## config.mk

```make
export PLATFORM = sky130hd
export DESIGN_NAME = osc_mode_reset_sequencer
export DESIGN_NICKNAME = d
export VERILOG_FILES = /design/src/core/osc_mode_reset_sequencer.v
export VERILOG_INCLUDE_DIRS = /design/src /design/src/pkg
export SDC_FILE = /design/constraint.sdc
export NUM_CORES = 1
export LEC_CHECK = 0
export BUFFER_PORTS_ARGS = -buffer_cell sky130_fd_sc_hd__buf_2
export CAP_MARGIN = 40
export CORE_ASPECT_RATIO = 2
export CORE_MARGIN = 1
export CORE_UTILIZATION = 44
export CTS_BUF_LIST = sky130_fd_sc_hd__clkbuf_2 sky130_fd_sc_hd__clkbuf_4 sky130_fd_sc_hd__clkbuf_8
export DETAILED_ROUTE_END_ITERATION = 7
export PLACE_DENSITY = 0.77
export SETUP_SLACK_MARGIN = 0.02
export SLEW_MARGIN = 15
export SYNTH_ARGS = -nofsm -noshare
export SYNTH_HDL_FRONTEND = slang
export SYNTH_SLANG_ARGS = --single-unit
```

## constraint.sdc

```tcl
create_clock -name clock_i -period 3.19 [get_ports clock_i]
set_input_delay 0.4785 -clock clock_i [delete_from_list [all_inputs] [get_ports clock_i]]
set_output_delay 0.4785 -clock clock_i [all_outputs]
set_load 0.005 [all_outputs]
```

## src/pkg/osc_seq_consts.vh

```
// Purpose: constants for the oscillator mode and reset sequencer
// Assumes: 200 MHz system clock, 5 ns period
// Notes:   offsets are word byte addresses on the register bus
`ifndef OSC_SEQ_CONSTS_VH
`define OSC_SEQ_CONSTS_VH

`define CLK_PERIOD_PS       5000
`define POWERUP_TIMER_DELAY_MS       72
`define PLL_LOCK_MS         2
// cycles per millisecond first, so no 32-bit product overflows
`define CYCLES_PER_MS       (1000000000 / `CLK_PERIOD_PS)
`define POWERUP_TIMER_CYCLES         (`POWERUP_TIMER_DELAY_MS * `CYCLES_PER_MS)
`define PLL_CYCLES          (`PLL_LOCK_MS * `CYCLES_PER_MS)
`define OST_PERIODS         1024

`define MODE_LP             3'h0
`define MODE_XT             3'h1
`define MODE_HS             3'h2
`define MODE_HSPLL          3'h3
`define MODE_RC             3'h4
`define MODE_RESISTOR_CAPACITOR_IO_MODE           3'h5
`define MODE_EC             3'h6
`define MODE_EXTERNAL_CLOCK_IO_MODE           3'h7

`define ADDR_CAUSE          4'h0
`define ADDR_CTRL           4'h4
`define ADDR_SEQ            4'h8
`define ADDR_PC             4'hC

`define CAUSE_PRIORITY_LEVELS_ENABLE          7
`define CAUSE_RI            4
`define CAUSE_TO            3
`define CAUSE_PD            2
`define CAUSE_POR           1
`define CAUSE_BOR           0
`define CAUSE_RESET         8'h1C

`define RESET_VECTOR        21'h000000
`define HIGH_VECTOR         21'h000008
`define LOW_VECTOR          21'h000018

`endif

```

## src/core/osc_mode_reset_sequencer.v

```verilog
// Purpose: oscillator mode decode, sleep control, power-up time-outs, reset causes
// Assumes: all inputs synchronous to clock_i; osc_tick_i pulses once per osc period
// Notes:   one design file; registers on Avalon-MM with waitrequest
//          reads take one wait state so the returned word comes from a flip-flop
//          the power-up timer runs for millions of cycles; ctrl bit0 skips it
//
// Our own choices: the Avalon-MM interface to the registers and the register offsets.
`timescale 1ns/10ps
`include "osc_seq_consts.vh"

module osc_mode_reset_sequencer (
  input  wire        clock_i,
  input  wire        rst_i,
  input  wire [2:0]  osc_select_i,
  input  wire        powerup_timer_enable_n_i,
  input  wire        power_on_i,
  input  wire        brownout_i,
  input  wire        master_clear_pin_i,
  input  wire        watchdog_expire_i,
  input  wire        reset_instr_i,
  input  wire        stack_full_i,
  input  wire        stack_under_i,
  input  wire        sleep_instr_i,
  input  wire        interrupt_i,
  input  wire        high_priority_global_enable_i,
  input  wire        low_priority_global_enable_i,
  input  wire        high_priority_irq_i,
  input  wire        osc_switch_i,
  input  wire        osc_tick_i,
  input  wire [20:0] pc_i,
  input  wire        port_a6_pin_i,
  input  wire        port_a6_latch_i,
  input  wire        port_a6_dir_i,
  input  wire [3:0]  avs_address,
  input  wire        avs_read,
  input  wire        avs_write,
  input  wire [31:0] avs_writedata,
  output reg  [31:0] avs_readdata,
  output wire        avs_waitrequest,
  output reg  [2:0]  osc_mode_o,
  output wire        core_reset_o,
  output wire        clocks_stopped_o,
  output wire        hold_first_quarter_o,
  output wire        osc_feedback_en_o,
  output wire        osc_output_low_o,
  output wire        pll_enable_o,
  output wire        port_a6_enable_o,
  output wire        port_a6_pin_o,
  output wire        port_a6_latch_o,
  output wire        port_a6_dir_o,
  output reg         pc_load_o,
  output reg  [20:0] pc_value_o,
  output reg         stack_push_o,
  output reg  [20:0] stack_top_o,
  output reg         stack_overflow_flag_o,
  output reg         stack_underflow_flag_o
);

  localparam [31:0] POWERUP_TIMER_CNT = `POWERUP_TIMER_CYCLES;
  localparam [31:0] PLL_CNT  = `PLL_CYCLES;
  localparam [31:0] OST_CNT  = `OST_PERIODS;

  localparam [2:0] ST_RUN   = 3'h0;
  localparam [2:0] ST_POWERUP_TIMER  = 3'h1;
  localparam [2:0] ST_OST   = 3'h2;
  localparam [2:0] ST_PLL   = 3'h3;
  localparam [2:0] ST_SLEEP = 3'h4;

  // mode class decode, shared by many terms
  function is_crystal;
    input [2:0] m;
    begin
      is_crystal = (m == `MODE_LP) || (m == `MODE_XT) ||
                   (m == `MODE_HS) || (m == `MODE_HSPLL);
    end
  endfunction

  function is_io_mode;
    input [2:0] m;
    begin
      is_io_mode = (m == `MODE_RESISTOR_CAPACITOR_IO_MODE) || (m == `MODE_EXTERNAL_CLOCK_IO_MODE);
    end
  endfunction

  reg  [2:0]  state_r;
  reg  [2:0]  state_nxt;
  reg  [31:0] count_r;
  reg  [31:0] count_nxt;
  reg  [7:0]  cause_r;
  reg         powerup_timer_disable_r;
  reg         wake_pending_r;
  reg  [20:0] resume_pc_r;
  reg         por_seen_r;
  reg         rd_done_r;
  reg         push_pending_r;

  wire crystal  = is_crystal(osc_mode_o);
  wire io_mode  = is_io_mode(osc_mode_o);
  wire pll_mode = (osc_mode_o == `MODE_HSPLL);
  wire powerup_timer_on  = ~powerup_timer_enable_n_i & ~powerup_timer_disable_r;
  wire sleeping = (state_r == ST_SLEEP);
  wire pwr_evt  = power_on_i | brownout_i;
  wire irq_vec  = high_priority_global_enable_i | low_priority_global_enable_i;
  // a power event or switch reloads the mode at this edge: stage on the new choice
  wire sel_crystal = is_crystal(osc_select_i);
  wire sel_pll     = (osc_select_i == `MODE_HSPLL);
  wire rd_take     = avs_read & ~rd_done_r;
  wire resume_now  = wake_pending_r && (state_r == ST_RUN);

  // first read cycle registers the word, the second hands it over
  assign avs_waitrequest = rd_take;

  // terminal count of a time-out stage
  function stage_end;
    input [31:0] cnt;
    input [31:0] limit;
    begin
      stage_end = (cnt >= limit - 32'h1);
    end
  endfunction

  // first stage after a power event, entered strictly in order
  function [2:0] first_stage;
    input pw;
    input xtal;
    input pll;
    begin
      if (pw)
        first_stage = ST_POWERUP_TIMER;
      else if (xtal)
        first_stage = ST_OST;
      else if (pll)
        first_stage = ST_PLL;
      else
        first_stage = ST_RUN;
    end
  endfunction

  always @* begin
    state_nxt = state_r;
    count_nxt = count_r;
    case (state_r)
      ST_RUN: begin
        if (pwr_evt) begin
          state_nxt = first_stage(powerup_timer_on, sel_crystal, sel_pll);
          count_nxt = 32'h0;
        end else if (osc_switch_i && sel_crystal) begin
          state_nxt = ST_OST;
          count_nxt = 32'h0;
        end else if (sleep_instr_i) begin
          state_nxt = ST_SLEEP;
        end
      end
      ST_POWERUP_TIMER: begin
        count_nxt = count_r + 32'h1;
        if (stage_end(count_r, POWERUP_TIMER_CNT)) begin
          state_nxt = first_stage(1'b0, crystal, pll_mode);
          count_nxt = 32'h0;
        end
      end
      ST_OST: begin
        if (osc_tick_i)
          count_nxt = count_r + 32'h1;
        if (osc_tick_i && stage_end(count_r, OST_CNT)) begin
          state_nxt = pll_mode ? ST_PLL : ST_RUN;
          count_nxt = 32'h0;
        end
      end
      ST_PLL: begin
        count_nxt = count_r + 32'h1;
        if (stage_end(count_r, PLL_CNT)) begin
          state_nxt = ST_RUN;
          count_nxt = 32'h0;
        end
      end
      ST_SLEEP: begin
        if (pwr_evt) begin
          state_nxt = first_stage(powerup_timer_on, crystal, pll_mode);
          count_nxt = 32'h0;
        end else if (master_clear_pin_i || watchdog_expire_i || interrupt_i) begin
          state_nxt = crystal ? ST_OST : ST_RUN;
          count_nxt = 32'h0;
        end
      end
      default: begin
        state_nxt = ST_RUN;
        count_nxt = 32'h0;
      end
    endcase
  end

  always @(posedge clock_i) begin
    if (rst_i) begin
      state_r <= ST_RUN;
      count_r <= 32'h0;
    end else begin
      state_r <= state_nxt;
      count_r <= count_nxt;
    end
  end

  // mode is caught at reset release, and on an oscillator switch or power event while running
  always @(posedge clock_i) begin
    if (rst_i)
      osc_mode_o <= `MODE_LP;
    else if (state_r == ST_RUN && (osc_switch_i || pwr_evt) || por_seen_r == 1'b0)
      osc_mode_o <= osc_select_i;
  end

  always @(posedge clock_i) begin
    if (rst_i)
      por_seen_r <= 1'b0;
    else
      por_seen_r <= 1'b1;
  end

  // cause flags, program counter and stack actions
  always @(posedge clock_i) begin
    if (rst_i) begin
      cause_r                <= `CAUSE_RESET;
      pc_load_o              <= 1'b0;
      pc_value_o             <= `RESET_VECTOR;
      stack_push_o           <= 1'b0;
      stack_top_o            <= 21'h0;
      stack_overflow_flag_o  <= 1'b0;
      stack_underflow_flag_o <= 1'b0;
      wake_pending_r         <= 1'b0;
      resume_pc_r            <= 21'h0;
      powerup_timer_disable_r         <= 1'b0;
      push_pending_r         <= 1'b0;
    end else begin
      pc_load_o    <= 1'b0;
      stack_push_o <= 1'b0;
      // resume only once the wake-up time-out has run out; a later event overrides
      if (resume_now) begin
        wake_pending_r <= 1'b0;
        pc_load_o      <= 1'b1;
        pc_value_o     <= resume_pc_r;
        stack_push_o   <= push_pending_r;
        push_pending_r <= 1'b0;
      end
      // power-event and all sleep wake vectors (mclr, watchdog, interrupt) wait for the time-out too; the awake branches below load at once
      if (power_on_i) begin
        cause_r[4:0]   <= 5'h1C;
        wake_pending_r <= 1'b1;
        resume_pc_r    <= `RESET_VECTOR;
      end else if (brownout_i) begin
        cause_r[4:0]   <= {3'h7, cause_r[`CAUSE_POR], 1'b0};
        wake_pending_r <= 1'b1;
        resume_pc_r    <= `RESET_VECTOR;
      end else if (sleeping && master_clear_pin_i) begin
        cause_r[`CAUSE_TO] <= 1'b1;
        cause_r[`CAUSE_PD] <= 1'b0;
        wake_pending_r     <= 1'b1;
        resume_pc_r        <= `RESET_VECTOR;
      end else if (sleeping && watchdog_expire_i) begin
        cause_r[`CAUSE_TO] <= 1'b0;
        cause_r[`CAUSE_PD] <= 1'b0;
        wake_pending_r <= 1'b1;
        resume_pc_r    <= pc_i + 21'h2;
      end else if (sleeping && interrupt_i) begin
        cause_r[`CAUSE_TO] <= 1'b1;
        cause_r[`CAUSE_PD] <= 1'b0;
        wake_pending_r <= 1'b1;
        if (irq_vec) begin
          push_pending_r <= 1'b1;
          stack_top_o    <= pc_i;
          resume_pc_r  <= high_priority_irq_i ? `HIGH_VECTOR : `LOW_VECTOR;
        end else begin
          resume_pc_r  <= pc_i + 21'h2;
        end
      end else if (!sleeping && watchdog_expire_i) begin
        cause_r[`CAUSE_TO] <= 1'b0;
        cause_r[`CAUSE_PD] <= 1'b1;
        pc_load_o  <= 1'b1;
        pc_value_o <= `RESET_VECTOR;
      end else if (reset_instr_i) begin
        cause_r[`CAUSE_RI] <= 1'b0;
        pc_load_o  <= 1'b1;
        pc_value_o <= `RESET_VECTOR;
      end else if (stack_full_i || stack_under_i) begin
        if (stack_full_i)
          stack_overflow_flag_o <= 1'b1;
        if (stack_under_i)
          stack_underflow_flag_o <= 1'b1;
        pc_load_o  <= 1'b1;
        pc_value_o <= `RESET_VECTOR;
      end else if (master_clear_pin_i) begin
        pc_load_o  <= 1'b1;
        pc_value_o <= `RESET_VECTOR;
      end else if (avs_write && avs_address == `ADDR_CAUSE) begin
        // to and pd are read-only; software may only write bit 7, ri, por and bor
        cause_r[`CAUSE_PRIORITY_LEVELS_ENABLE] <= avs_writedata[`CAUSE_PRIORITY_LEVELS_ENABLE];
        cause_r[`CAUSE_RI]   <= avs_writedata[`CAUSE_RI];
        cause_r[`CAUSE_POR]  <= avs_writedata[`CAUSE_POR];
        cause_r[`CAUSE_BOR]  <= avs_writedata[`CAUSE_BOR];
      end else if (avs_write && avs_address == `ADDR_CTRL) begin
        powerup_timer_disable_r <= avs_writedata[0];
      end
      cause_r[6:5] <= 2'h0;
    end
  end

  // internal reset held through every time-out stage
  assign core_reset_o = (state_r == ST_POWERUP_TIMER) || (state_r == ST_OST) ||
                        (state_r == ST_PLL);
  assign clocks_stopped_o     = sleeping;
  assign hold_first_quarter_o = sleeping;
  assign osc_feedback_en_o    = ~(sleeping & crystal);
  // io modes hand the pin to port a in sleep and run alike
  assign osc_output_low_o     = sleeping & ~crystal & ~io_mode;
  assign pll_enable_o         = pll_mode;
  assign port_a6_enable_o     = io_mode;

  // pin, latch and direction views of the bit are gated alike
  wire [2:0] pa6_in = {port_a6_pin_i, port_a6_latch_i, port_a6_dir_i};
  wire [2:0] pa6_out;
  genvar g;
  generate
    for (g = 0; g < 3; g = g + 1) begin : g_pa6
      assign pa6_out[g] = io_mode & pa6_in[g];
    end
  endgenerate
  assign port_a6_pin_o        = pa6_out[2];
  assign port_a6_latch_o      = pa6_out[1];
  assign port_a6_dir_o        = pa6_out[0];

  // word registered in the waited cycle, held while waitrequest is low
  always @(posedge clock_i) begin
    if (rst_i) begin
      avs_readdata <= 32'h0;
      rd_done_r    <= 1'b0;
    end else begin
      rd_done_r <= rd_take;
      if (rd_take) begin
        case (avs_address)
          `ADDR_CAUSE: avs_readdata <= {24'h0, cause_r[7], 2'h0, cause_r[4:0]};
          `ADDR_CTRL:  avs_readdata <= {31'h0, powerup_timer_disable_r};
          `ADDR_SEQ:   avs_readdata <= {24'h0, io_mode, crystal, osc_mode_o, state_r};
          `ADDR_PC:    avs_readdata <= {11'h0, pc_value_o};
          default:     avs_readdata <= 32'h0;
        endcase
      end
    end
  end

endmodule // osc_mode_reset_sequencer

```

==> impl_metrics.csv, run 1 <==
group,metric,value,unit
sta,hold_viol_final,0,
pwr,combinationalPowerShare,0.211,
clock_network,clkTransAtPathRegs,90,ps
setup_path,path_class,"reg -> reg",
setup_path,cp_cell_sequence,"nor4_1 -> nand3_1 -> or4_4 -> a31o_4 -> or4_1 -> nand3_1",
synth,ys_seq_area_frac,0.443,
status,status,"completed",
setup_path,cp-end-kind,"flip-flop",
pwr,power_density,578,nW/um^2
sta,clock_skew,13.9,ps
sta,fin_setup_tns,0,ps
pwr,switching_share,0.330,
grt,track_usage,0.238,
placed_design,dp_hpwl,12900,microns
sta,worst_slew_pin_slew,785,ps
sta,period_needed,2600,ps
setup_path,crit_slowest_cell,"or4_4",
placed_design,place_congestion,0.952,
grt,grt_max_degree,40,
route,firstDrtPassIters,5,
synth,syn_inst,763,
synth,yosys_warnings,0,
setup_path,r2r_cells,6,
clock_network,cts_inserted_buffers,17,
pwr,intPower,2850,uW
finish,fillers,1358,
synth,synth_edf_count,0,
route,wl,16800,microns
grt,grt_pass1_vias,5511,
finish,layout_common_cells,"nand2_1 (141), dfxtp_1 (137), buf_2 (134)",
clock_network,postCtsSetupBuffers,0,
synth,synth_area,6190,sq um
route,wl_per_cell,15.5,microns
synth,synth.largest_area_cell,"dfxtp_1",
finish,design_area,7370,sq um
setup_path,cpMostUsedCell,"nand3_1",
floorplan,die_area,14600,sq um
clock_network,clk_latency,440,ps
hold_path,hold_path_depth,2,
route,via_count,5856,
pwr,power_switching,1410,uW
grt,grt_overflow,0,
finish,diodes,0,
setup_path,critPathBufInv,0,
finish,area_growth_syn_to_layout,19.0,%
setup_path,slowest_delay,610,ps
pwr,ir_worst_vdd,271,uV
synth,synth_cell_type_count,61,
finish,fin_nets,965,
finish,drive_above_1_share,0.225,
pwr,pwr-share-seq,0.426,
pwr,power,4260,uW
finish,final_cells,1083,
placed_design,dpl_cell_area,6940,sq um
grt,antenna_found_initial,0,
hold_path,hold_start,"power_on_i",
floorplan,rows,61,
setup_path,critPathTopFamily,"simple AND/OR/NAND/NOR gates",
clock_network,cts_resized,0,
clock_network,cts_tree,"done",
synth,avgSynthCellArea,8.12,sq um
synth,synth_seq_cells,137,
route,ant_nets,0,
setup_path,worstPathArrival,2970,ps
grt,grt_pass1_wl,26900,microns
route,vias_per_cell,5.41,
sta,period_share,0.814,
synth,ys_async_sr_fraction,0,
sta,relSlewSlack,0.476,
clock_network,cts_root_buf,"clkbuf_8",
route,drtIter0Drc,352,
floorplan,boundaryPins,174,
setup_path,critPathMaxFanout,7,
sta,slew_violations,0,
setup_path,setup.worst_path.start,"count_r[31]$_SDFFE_PP0P_",
setup_path,required,3570,ps
synth,yosys-top-cells-area,"dfxtp_1 (44%), nand2_1 (8.5%), a21oi_1 (5.4%)",
floorplan,fp.coreArea,13800,sq um
setup_path,cp_num_cells,6,
floorplan,dieWidth,85.9,microns
placed_design,placedCellCount,1051,
route,drc_errors,0,
clock_network,postCtsHoldBufs,0,
finish,layout_commonest_cell,"nand2_1",
setup_path,worstSetupStartpointType,"flip-flop",
clock_network,cts_sinks,137,
sta,setup_viol_count_final,0,
hold_path,holdCritPathClass,"in -> reg",
synth,yosysTopAreaCellShare,0.443,
finish,fin_util,0.534,
setup_path,r2r_start,"count_r[31]$_SDFFE_PP0P_",
pwr,clkPwrFrac,0.362,
synth,synthFlopType,"dfxtp_1",
clock_network,clockBufferDepth,2,
pwr,power.leakage,0.00290,uW
floorplan,start_util,0.448,
clock_network,htreeDepth,4,
placed_design,io_buffers,134,
sta,clock.fmax,0.385,GHz
run,maxCapViolCount,0,
sta,rsz0062_at_grt,"no",
floorplan,die-height,170,microns
cells by family (layout without fill, tap and decap cells):
logic type / after synthesis / count (layout) / share of synthesized area
simple gates: 360 / 360 / 0.276
compound gates: 157 / 157 / 0.163
flops: 137 / 137 / 0.443
buf+inv: 71 / 192 / 0.0580
xor+xnor: 23 / 23 / 0.0325
mux: 12 / 12 / 0.0226
fa+ha+maj: 2 / 2 / 0.00404
other cells: 1 / 11 / 0.000606
final timing paths:
path,endpoint,slack (ps)
worst max-delay path,count_r[22]$_SDFFE_PP0P_,590
worst min-delay path,cause_r[1]$_SDFFE_PP0P_,270
worst max register to register,count_r[22]$_SDFFE_PP0P_,590
worst min register to register,pc_value_o[0]$_SDFF_PP0_,450
cells in the mapped netlist, drive strengths merged (2+ instances only):
cell type / instances
or4: 5
ha: 2
and3: 13
o211ai: 3
o311ai: 7
or3: 6
a21oi: 67
nor4: 13
o31ai: 2
nand2b: 6
nand4: 22
a211oi: 2
nand4b: 5
nor2: 78
a22oi: 33
clkbuf: 33
nor3: 16
xnor2: 13
inv: 11
o21ai: 13
o31a: 2
and2: 7
nor3b: 4
buf: 26
a22o: 5
and4: 4
dfxtp: 137
nand2: 141
xor2: 10
mux2i: 5
nand3: 33
o22ai: 3
mux2: 6
o21a: 2
or2: 5
a21boi: 4
a31oi: 4
final cells by class:
class,count,area (sq um),area share
Multi-Input combinational cell,565,3130,0.425
Clock inverter,14,185,0.0251
Inverter,12,45.0,0.00611
Timing Repair Buffer,148,788,0.107
Sequential cell,137,2740,0.372
Tap cell,189,236,0.0321
Clock buffer,18,241,0.0328
layer usage:
metal	track usage	wire, microns	up-vias
li1	-	-	2907
met1	0.243	6260	2712
met3	0.0452	719	47
met5	0	0	-
met2	0.439	8930	190
met4	0.135	862	0
sequential cells by signal (all words and copies together) (netlist names), 3 cells and up:
signal	count
cause_r	6
stack_top_o	21
osc_mode_o	3
state_r	3
avs_readdata	21
resume_pc_r	21
pc_value_o	21
count_r	32
metrics by stage:
stage,hold slack [ps],setup WS (ps)
finish,268,593
global route,248,286
CTS,240,552
detailed placement,442,583
global placement,439,631
floorplan,430,892
power groups by stage:
| stage | combinational [uW] | clock, uW | sequential, uW |
|---|---|---|---|
| 6_report | 899 | 1540 | 1820 |
| 5_1_grt | 989 | 1640 | 1820 |
| 4_1_cts | 901 | 1560 | 1810 |
| 3_5_place_dp | 898 | 0 | 1850 |
| 3_3_place_gp | 892 | 0 | 1850 |
| 2_1_floorplan | 648 | 0 | 1830 |
Power figures use the tool's default switching activity.
==> inputs of run 2 (changes only) <==
--- a/config.mk
+++ b/config.mk
@@ -6,6 +6,7 @@
 export SDC_FILE = /design/constraint.sdc
 export NUM_CORES = 1
 export LEC_CHECK = 0
+export ABC_AREA = 1
 export BUFFER_PORTS_ARGS = -buffer_cell sky130_fd_sc_hd__buf_2
 export CAP_MARGIN = 40
 export CORE_ASPECT_RATIO = 2
@@ -13,7 +14,7 @@
 export CORE_UTILIZATION = 44
 export CTS_BUF_LIST = sky130_fd_sc_hd__clkbuf_2 sky130_fd_sc_hd__clkbuf_4 sky130_fd_sc_hd__clkbuf_8
 export DETAILED_ROUTE_END_ITERATION = 7
-export PLACE_DENSITY = 0.77
+export PLACE_DENSITY = 0.79
 export SETUP_SLACK_MARGIN = 0.02
 export SLEW_MARGIN = 15
 export SYNTH_ARGS = -nofsm -noshare
==> constraint.sdc (replaced) <==
create_clock -name clock_i -period 2.2 [get_ports clock_i]
set_input_delay 0.33 -clock clock_i [delete_from_list [all_inputs] [get_ports clock_i]]
set_output_delay 0.33 -clock clock_i [all_outputs]
set_load 0.005 [all_outputs]
==> impl_metrics.csv, run 2 <==
group,metric,value,unit
finish,drive_above_1_share,0.215,
finish,fin_nets,1240,
finish,largest_reg_flops,32,
synth,synth_cell_type_count,49,
clock_network,cts_sinks,137,
setup_path,r2r_setup_slack,280,ps
synth,synthFlopType,"dfxtp_1",
sta,slew_violations,0,
setup_path,crit_slowest_cell,"dfxtp_1",
setup_path,worstPathArrival,1730,ps
floorplan,dieWidth,90.9,microns
synth,synthTopCellsByCount,"nand2_1 (226), dfxtp_1 (137), nor2_1 (132)",
clock_network,clkTransAtPathRegs,110,ps
floorplan,fp.coreArea,15400,sq um
grt,track_usage,0.269,
setup_path,required,1870,ps
synth,syn_inst,1011,
route,vias_per_cell,5.18,
finish,fin_util,0.538,
route,wl_per_cell,15.8,microns
finish,layout_common_cells,"nand2_1 (226), dfxtp_1 (137), buf_2 (134)",
setup_path,cp_cell_sequence,"inv_1 -> nor3_1 -> buf_2",
setup_path,critPathMaxFanout,6,
pwr,combinationalPowerShare,0.294,
route,drtIter0Drc,306,
pwr,power_density,830,nW/um^2
pwr,power_switching,2720,uW
sta,fin_setup_tns,0,ps
clock_network,clockBufferDepth,2,
synth,yosys_warnings,0,
grt,grt_pass1_vias,6813,
placed_design,place_congestion,1.02,
grt,antenna_found_initial,1,
synth,yosysTopAreaCellShare,0.394,
synth,yosys-top-cells-area,"dfxtp_1 (39%), nand2_1 (12%), nor2_1 (7.1%)",
finish,layout_commonest_cell,"nand2_1",
synth,synth_seq_cells,137,
synth,synth_edf_count,0,
run,maxCapViolCount,0,
finish,diodes,0,
route,wl,21600,microns
setup_path,slowest_delay,510,ps
clock_network,htreeDepth,4,
synth,ys_seq_area_frac,0.394,
finish,regMostFlops,"count_r",
sta,hold_viol_final,0,
clock_network,clk_latency,460,ps
setup_path,worstSetupStartpointType,"flip-flop",
sta,period_needed,2060,ps
placed_design,dp_hpwl,17200,microns
sta,clock_skew,21.0,ps
clock_network,postCtsSetupBuffers,0,
sta,rsz0062_at_grt,"no",
status,status,"completed",
clock_network,postCtsHoldBufs,0,
finish,area_growth_syn_to_layout,18.9,%
placed_design,io_buffers,134,
synth,synth_most_common_cell,"nand2_1",
pwr,intPower,4150,uW
synth,synth_area,6960,sq um
setup_path,r2r_start,"state_r[1]$_SDFFE_PP0P_",
pwr,pwr-share-seq,0.395,
setup_path,r2r_cells,7,
floorplan,die-height,180,microns
grt,grt_max_degree,36,
hold_path,hold_start,"stack_full_i",
hold_path,holdCritPathClass,"in -> reg",
clock_network,cts_tree,"done",
pwr,clkPwrFrac,0.311,
route,firstDrtPassIters,5,
clock_network,cts_inserted_buffers,17,
route,drc_errors,0,
floorplan,start_util,0.453,
route,via_count,7086,
sta,period_share,0.938,
hold_path,hold_path_depth,3,
finish,design_area,8280,sq um
setup_path,path_class,"reg -> out",
clock_network,cts_resized,0,
route,ant_nets,0,
floorplan,die_area,16400,sq um
pwr,switching_share,0.396,
sta,setup_viol_count_final,0,
floorplan,rows,64,
placed_design,dpl_cell_area,7850,sq um
synth,synth.largest_area_cell,"dfxtp_1",
setup_path,cp-end-kind,"output port",
pwr,power.leakage,0.00383,uW
grt,grt_overflow,0,
pwr,ir_worst_vdd,450,uV
clock_network,cts_root_buf,"clkbuf_8",
sta,clock.fmax,0.484,GHz
floorplan,boundaryPins,174,
synth,avgSynthCellArea,6.88,sq um
synth,ys_async_sr_fraction,0,
grt,grt_pass1_wl,33700,microns
hold_path,min_to,"stack_overflow_flag_o$_SDFFE_PP0P_",
setup_path,r2r_end,"resume_pc_r[17]$_SDFFE_PP0P_",
run 2: power groups by stage:
| stage | combinational (uW) | sequential [uW] | clock [uW] |
|---|---|---|---|
| after global routing | 2200 | 2730 | 2290 |
| after detailed placement | 2000 | 2770 | 0 |
| after CTS | 2010 | 2710 | 2170 |
| final | 2020 | 2710 | 2140 |
| after floorplan | 1370 | 2760 | 0 |
| after global placement | 1990 | 2760 | 0 |
run 2: how the worst max path moves through the flow:
| stage | from | end | slack [ps] |
|---|---|---|---|
| CTS | osc_mode_o[2]$_SDFFE_PP0P_ | osc_output_low_o | 190 |
| global route | osc_mode_o[2]$_SDFFE_PP0P_ | osc_output_low_o | 100 |
| detailed placement | pc_i[3] | resume_pc_r[17]$_SDFFE_PP0P_ | 140 |
| floorplan | count_r[0]$_SDFFE_PP0P_ | state_r[2]$_SDFFE_PP0P_ | 470 |
| finish | osc_mode_o[2]$_SDFFE_PP0P_ | osc_output_low_o | 140 |
| global placement | pc_i[3] | resume_pc_r[17]$_SDFFE_PP0P_ | 210 |
run 2: layer usage:
metal | share of wire | vias to the layer above | track usage
met3 | 0.050 | 93 | 0.0605
met4 | 0.088 | 0 | 0.220
met1 | 0.33 | 3189 | 0.236
met2 | 0.53 | 236 | 0.505
li1 | - | 3568 | -
met5 | 0 | - | 0
run 2: cell families after synthesis:
group | share of synthesized area
AOI/OAI and AO/OA | 0.144
xor gates and xnor gates | 0.0201
buffers and inverters | 0.104
adders and majority gates | 0.00360
and+or+nand+nor | 0.313
muxes | 0.0201
DFF | 0.394
other | 0.000539
run 2: per-stage QoR:
stage	total power, uW	setup slack (ps)	hold WS (ps)	std cells
3_5_place_dp	4760	138	427	1335
4_1_cts	6890	190	126	1367
3_3_place_gp	4750	212	425	1335
5_1_grt	7220	102	138	1367
6_report	6870	136	135	1367
2_1_floorplan	4130	474	417	1021
run 2: area by class of cell:
cell class | count | area, sq um
timing repair buffer | 163 | 888
sequential | 137 | 2740
inverter | 117 | 439
clock buffer | 17 | 234
tap | 198 | 248
fill | 1583 | 7100
multi-input combinational | 720 | 3530
clock inverter | 15 | 189
run 2: worst max-delay path, delay by kind of cell, from the launching register on:
family        cells  cell delay [ps]
buf+inv           2              410
simple gates      1              350
flops             1              510
==> inputs of run 3 (changes only) <==
--- a/config.mk
+++ b/config.mk
@@ -15,6 +15,7 @@
 export CTS_BUF_LIST = sky130_fd_sc_hd__clkbuf_2 sky130_fd_sc_hd__clkbuf_4 sky130_fd_sc_hd__clkbuf_8
 export DETAILED_ROUTE_END_ITERATION = 7
 export PLACE_DENSITY = 0.79
+export REMOVE_ABC_BUFFERS = 1
 export SETUP_SLACK_MARGIN = 0.02
 export SLEW_MARGIN = 15
 export SYNTH_ARGS = -nofsm -noshare
==> impl_metrics.csv, run 3 (synthesized netlist as in run 2, its figures left out) <==
group,metric,value,unit
status,status,"completed",
sta,clock_skew,16.1,ps
grt,met1_usage,0.220,
sta,period_share,0.920,
setup_path,r2r_end,"cause_r[7]$_SDFFE_PP0P_",
sta,clock.fmax,0.494,GHz
placed_design,place_congestion,1.01,
clock_network,cts_resized,0,
placed_design,io_buffers,134,
sta,rsz0062_at_grt,"no",
grt,busiest_layer,"met2",
sta,period_needed,2020,ps
finish,regMostFlops,"count_r",
route,vias_per_cell,5.16,
setup_path,r2r_cells,12,
route,drtIter0Drc,290,
sta,holdWs,158,ps
setup_path,r2r_start,"state_r[1]$_SDFFE_PP0P_",
floorplan,boundaryPins,174,
clock_network,cts_root_buf,"clkbuf_8",
setup_path,critPathTopFamily,"simple AND/OR/NAND/NOR gates",
setup_path,worstSetupStartpointType,"flip-flop",
setup_path,slowest_delay,390,ps
floorplan,start_util,0.453,
grt,track_usage,0.249,
grt,grt_pass1_wl,32000,microns
finish,layout_common_cells,"nand2_1 (226), dfxtp_1 (137), buf_2 (134)",
hold_path,hold_start,"stack_under_i",
clock_network,cts_inserted_buffers,17,
finish,area_growth_syn_to_layout,19.1,%
setup_path,path_class,"reg -> out",
floorplan,die-height,180,microns
setup_path,r2r_setup_slack,210,ps
grt,met2_usage,0.478,
clock_network,postCtsHoldBufs,0,
route,wl_per_cell,14.7,microns
route,ant_nets,0,
sta,worst_slew_pin_slew,611,ps
finish,largest_reg_flops,32,
setup_path,cp-end-kind,"output port",
pwr,power.leakage,0.00382,uW
clock_network,clkTransAtPathRegs,90,ps
grt,grt_max_degree,46,
run,maxCapViolCount,0,
sta,setup_ws,177,ps
pwr,power_density,840,nW/um^2
setup_path,required,1870,ps
hold_path,holdCritPathClass,"in -> reg",
pwr,ir_worst_vdd,672,uV
pwr,power,6960,uW
sta,slew_violations,0,
floorplan,rows,64,
setup_path,cp_cell_sequence,"nor2_2 -> nand2_4 -> buf_4 -> nor3_1 -> buf_2",
finish,drive_above_1_share,0.211,
finish,diodes,0,
sta,hold_viol_final,0,
grt,grt_pass1_vias,6896,
clock_network,clockBufferDepth,2,
setup_path,critPathMaxFanout,7,
floorplan,fp.coreArea,15400,sq um
floorplan,die_area,16400,sq um
setup_path,critPathBufInv,2,
placed_design,post-place-ws,247,ps
setup_path,worstPathArrival,1690,ps
finish,fin_util,0.539,
hold_path,hold_path_depth,3,
clock_network,cts_sinks,137,
sta,setup_viol_count_final,0,
clock_network,postCtsSetupBuffers,0,
finish,fin_nets,1234,
route,wl,20000,microns
hold_path,min_to,"stack_underflow_flag_o$_SDFFE_PP0P_",
route,via_count,7026,
grt,grt_overflow,0,
grt,grtUsageMet3,0.0406,
placed_design,dp_hpwl,15700,microns
route,firstDrtPassIters,6,
clock_network,clk_latency,450,ps
sta,relSlewSlack,0.592,
floorplan,dieWidth,90.9,microns
setup_path,crit_slowest_cell,"dfxtp_1",
finish,layout_commonest_cell,"nand2_1",
clock_network,htreeDepth,4,
clock_network,cts_tree,"done",
route,drc_errors,0,
grt,antenna_found_initial,0,
[run 3: cell types whose count changed in the layout (fill, tap and decap cells not counted)]
cell / previous run / this run
inv_6: 4 / 3
buf_12: 0 / 3
bufinv_16: 0 / 4
clkinvlp_4: 0 / 1
clkinv_4: 0 / 4
buf_4: 29 / 20
inv_8: 5 / 0
clkinv_2: 0 / 1
clkbuf_4: 0 / 2
clkinv_8: 6 / 0
[run 3: area by class of cell]
type,count,area (sq um)
Clock buffer,19,249
Timing Repair Buffer,157,881
Inverter,117,439
Clock inverter,13,194
Fill cell,1535,7090
Multi-Input combinational cell,720,3530
Sequential cell,137,2740
Tap cell,198,248
[run 3: worst max path at each step]
stage,cells after the start,start,to,slack [ps]
after floorplan,5,avs_read,avs_readdata[7]$_SDFFE_PP0P_,-4
after detailed placement,13,count_r[1]$_SDFFE_PP0P_,count_r[9]$_SDFFE_PP0P_,250
after global placement,13,count_r[1]$_SDFFE_PP0P_,count_r[2]$_SDFFE_PP0P_,300
after global routing,13,count_r[1]$_SDFFE_PP0P_,count_r[1]$_SDFFE_PP0P_,70
after CTS,5,state_r[1]$_SDFFE_PP0P_,osc_output_low_o,170
final,5,state_r[1]$_SDFFE_PP0P_,osc_output_low_o,180
[run 3: per-layer routing]
layer	routed length (microns)	up-vias
met4	1410	0
met2	11000	203
li1	-	3544
met5	0	-
met1	6870	3190
met3	725	89
[run 3: tightest hold or removal path, stage by stage]
cell and delay [ps]:
buf_2 90, a31oi_1 80, nor2_1 70
[run 3: report_power, final]
| group | total [uW] | switching (uW) | internal (uW) | leakage [uW] |
|---|---|---|---|---|
| clock network | 2300 | 1030 | 1280 | 0.000222 |
| registers | 2720 | 111 | 2600 | 0.00111 |
| logic | 1940 | 1290 | 651 | 0.00249 |
| total | 6960 | 2430 | 4530 | 0.00382 |
[run 3: through the flow]
stage | setup TNS, ps | instances | area [sq um]
global route | 0 | 1361 | 8290
floorplan | -15.5 | 974 | 6710
detailed placement | 0 | 1329 | 7850
finish | 0 | 1361 | 8290
global placement | 0 | 1329 | 7850
CTS | 0 | 1361 | 8290
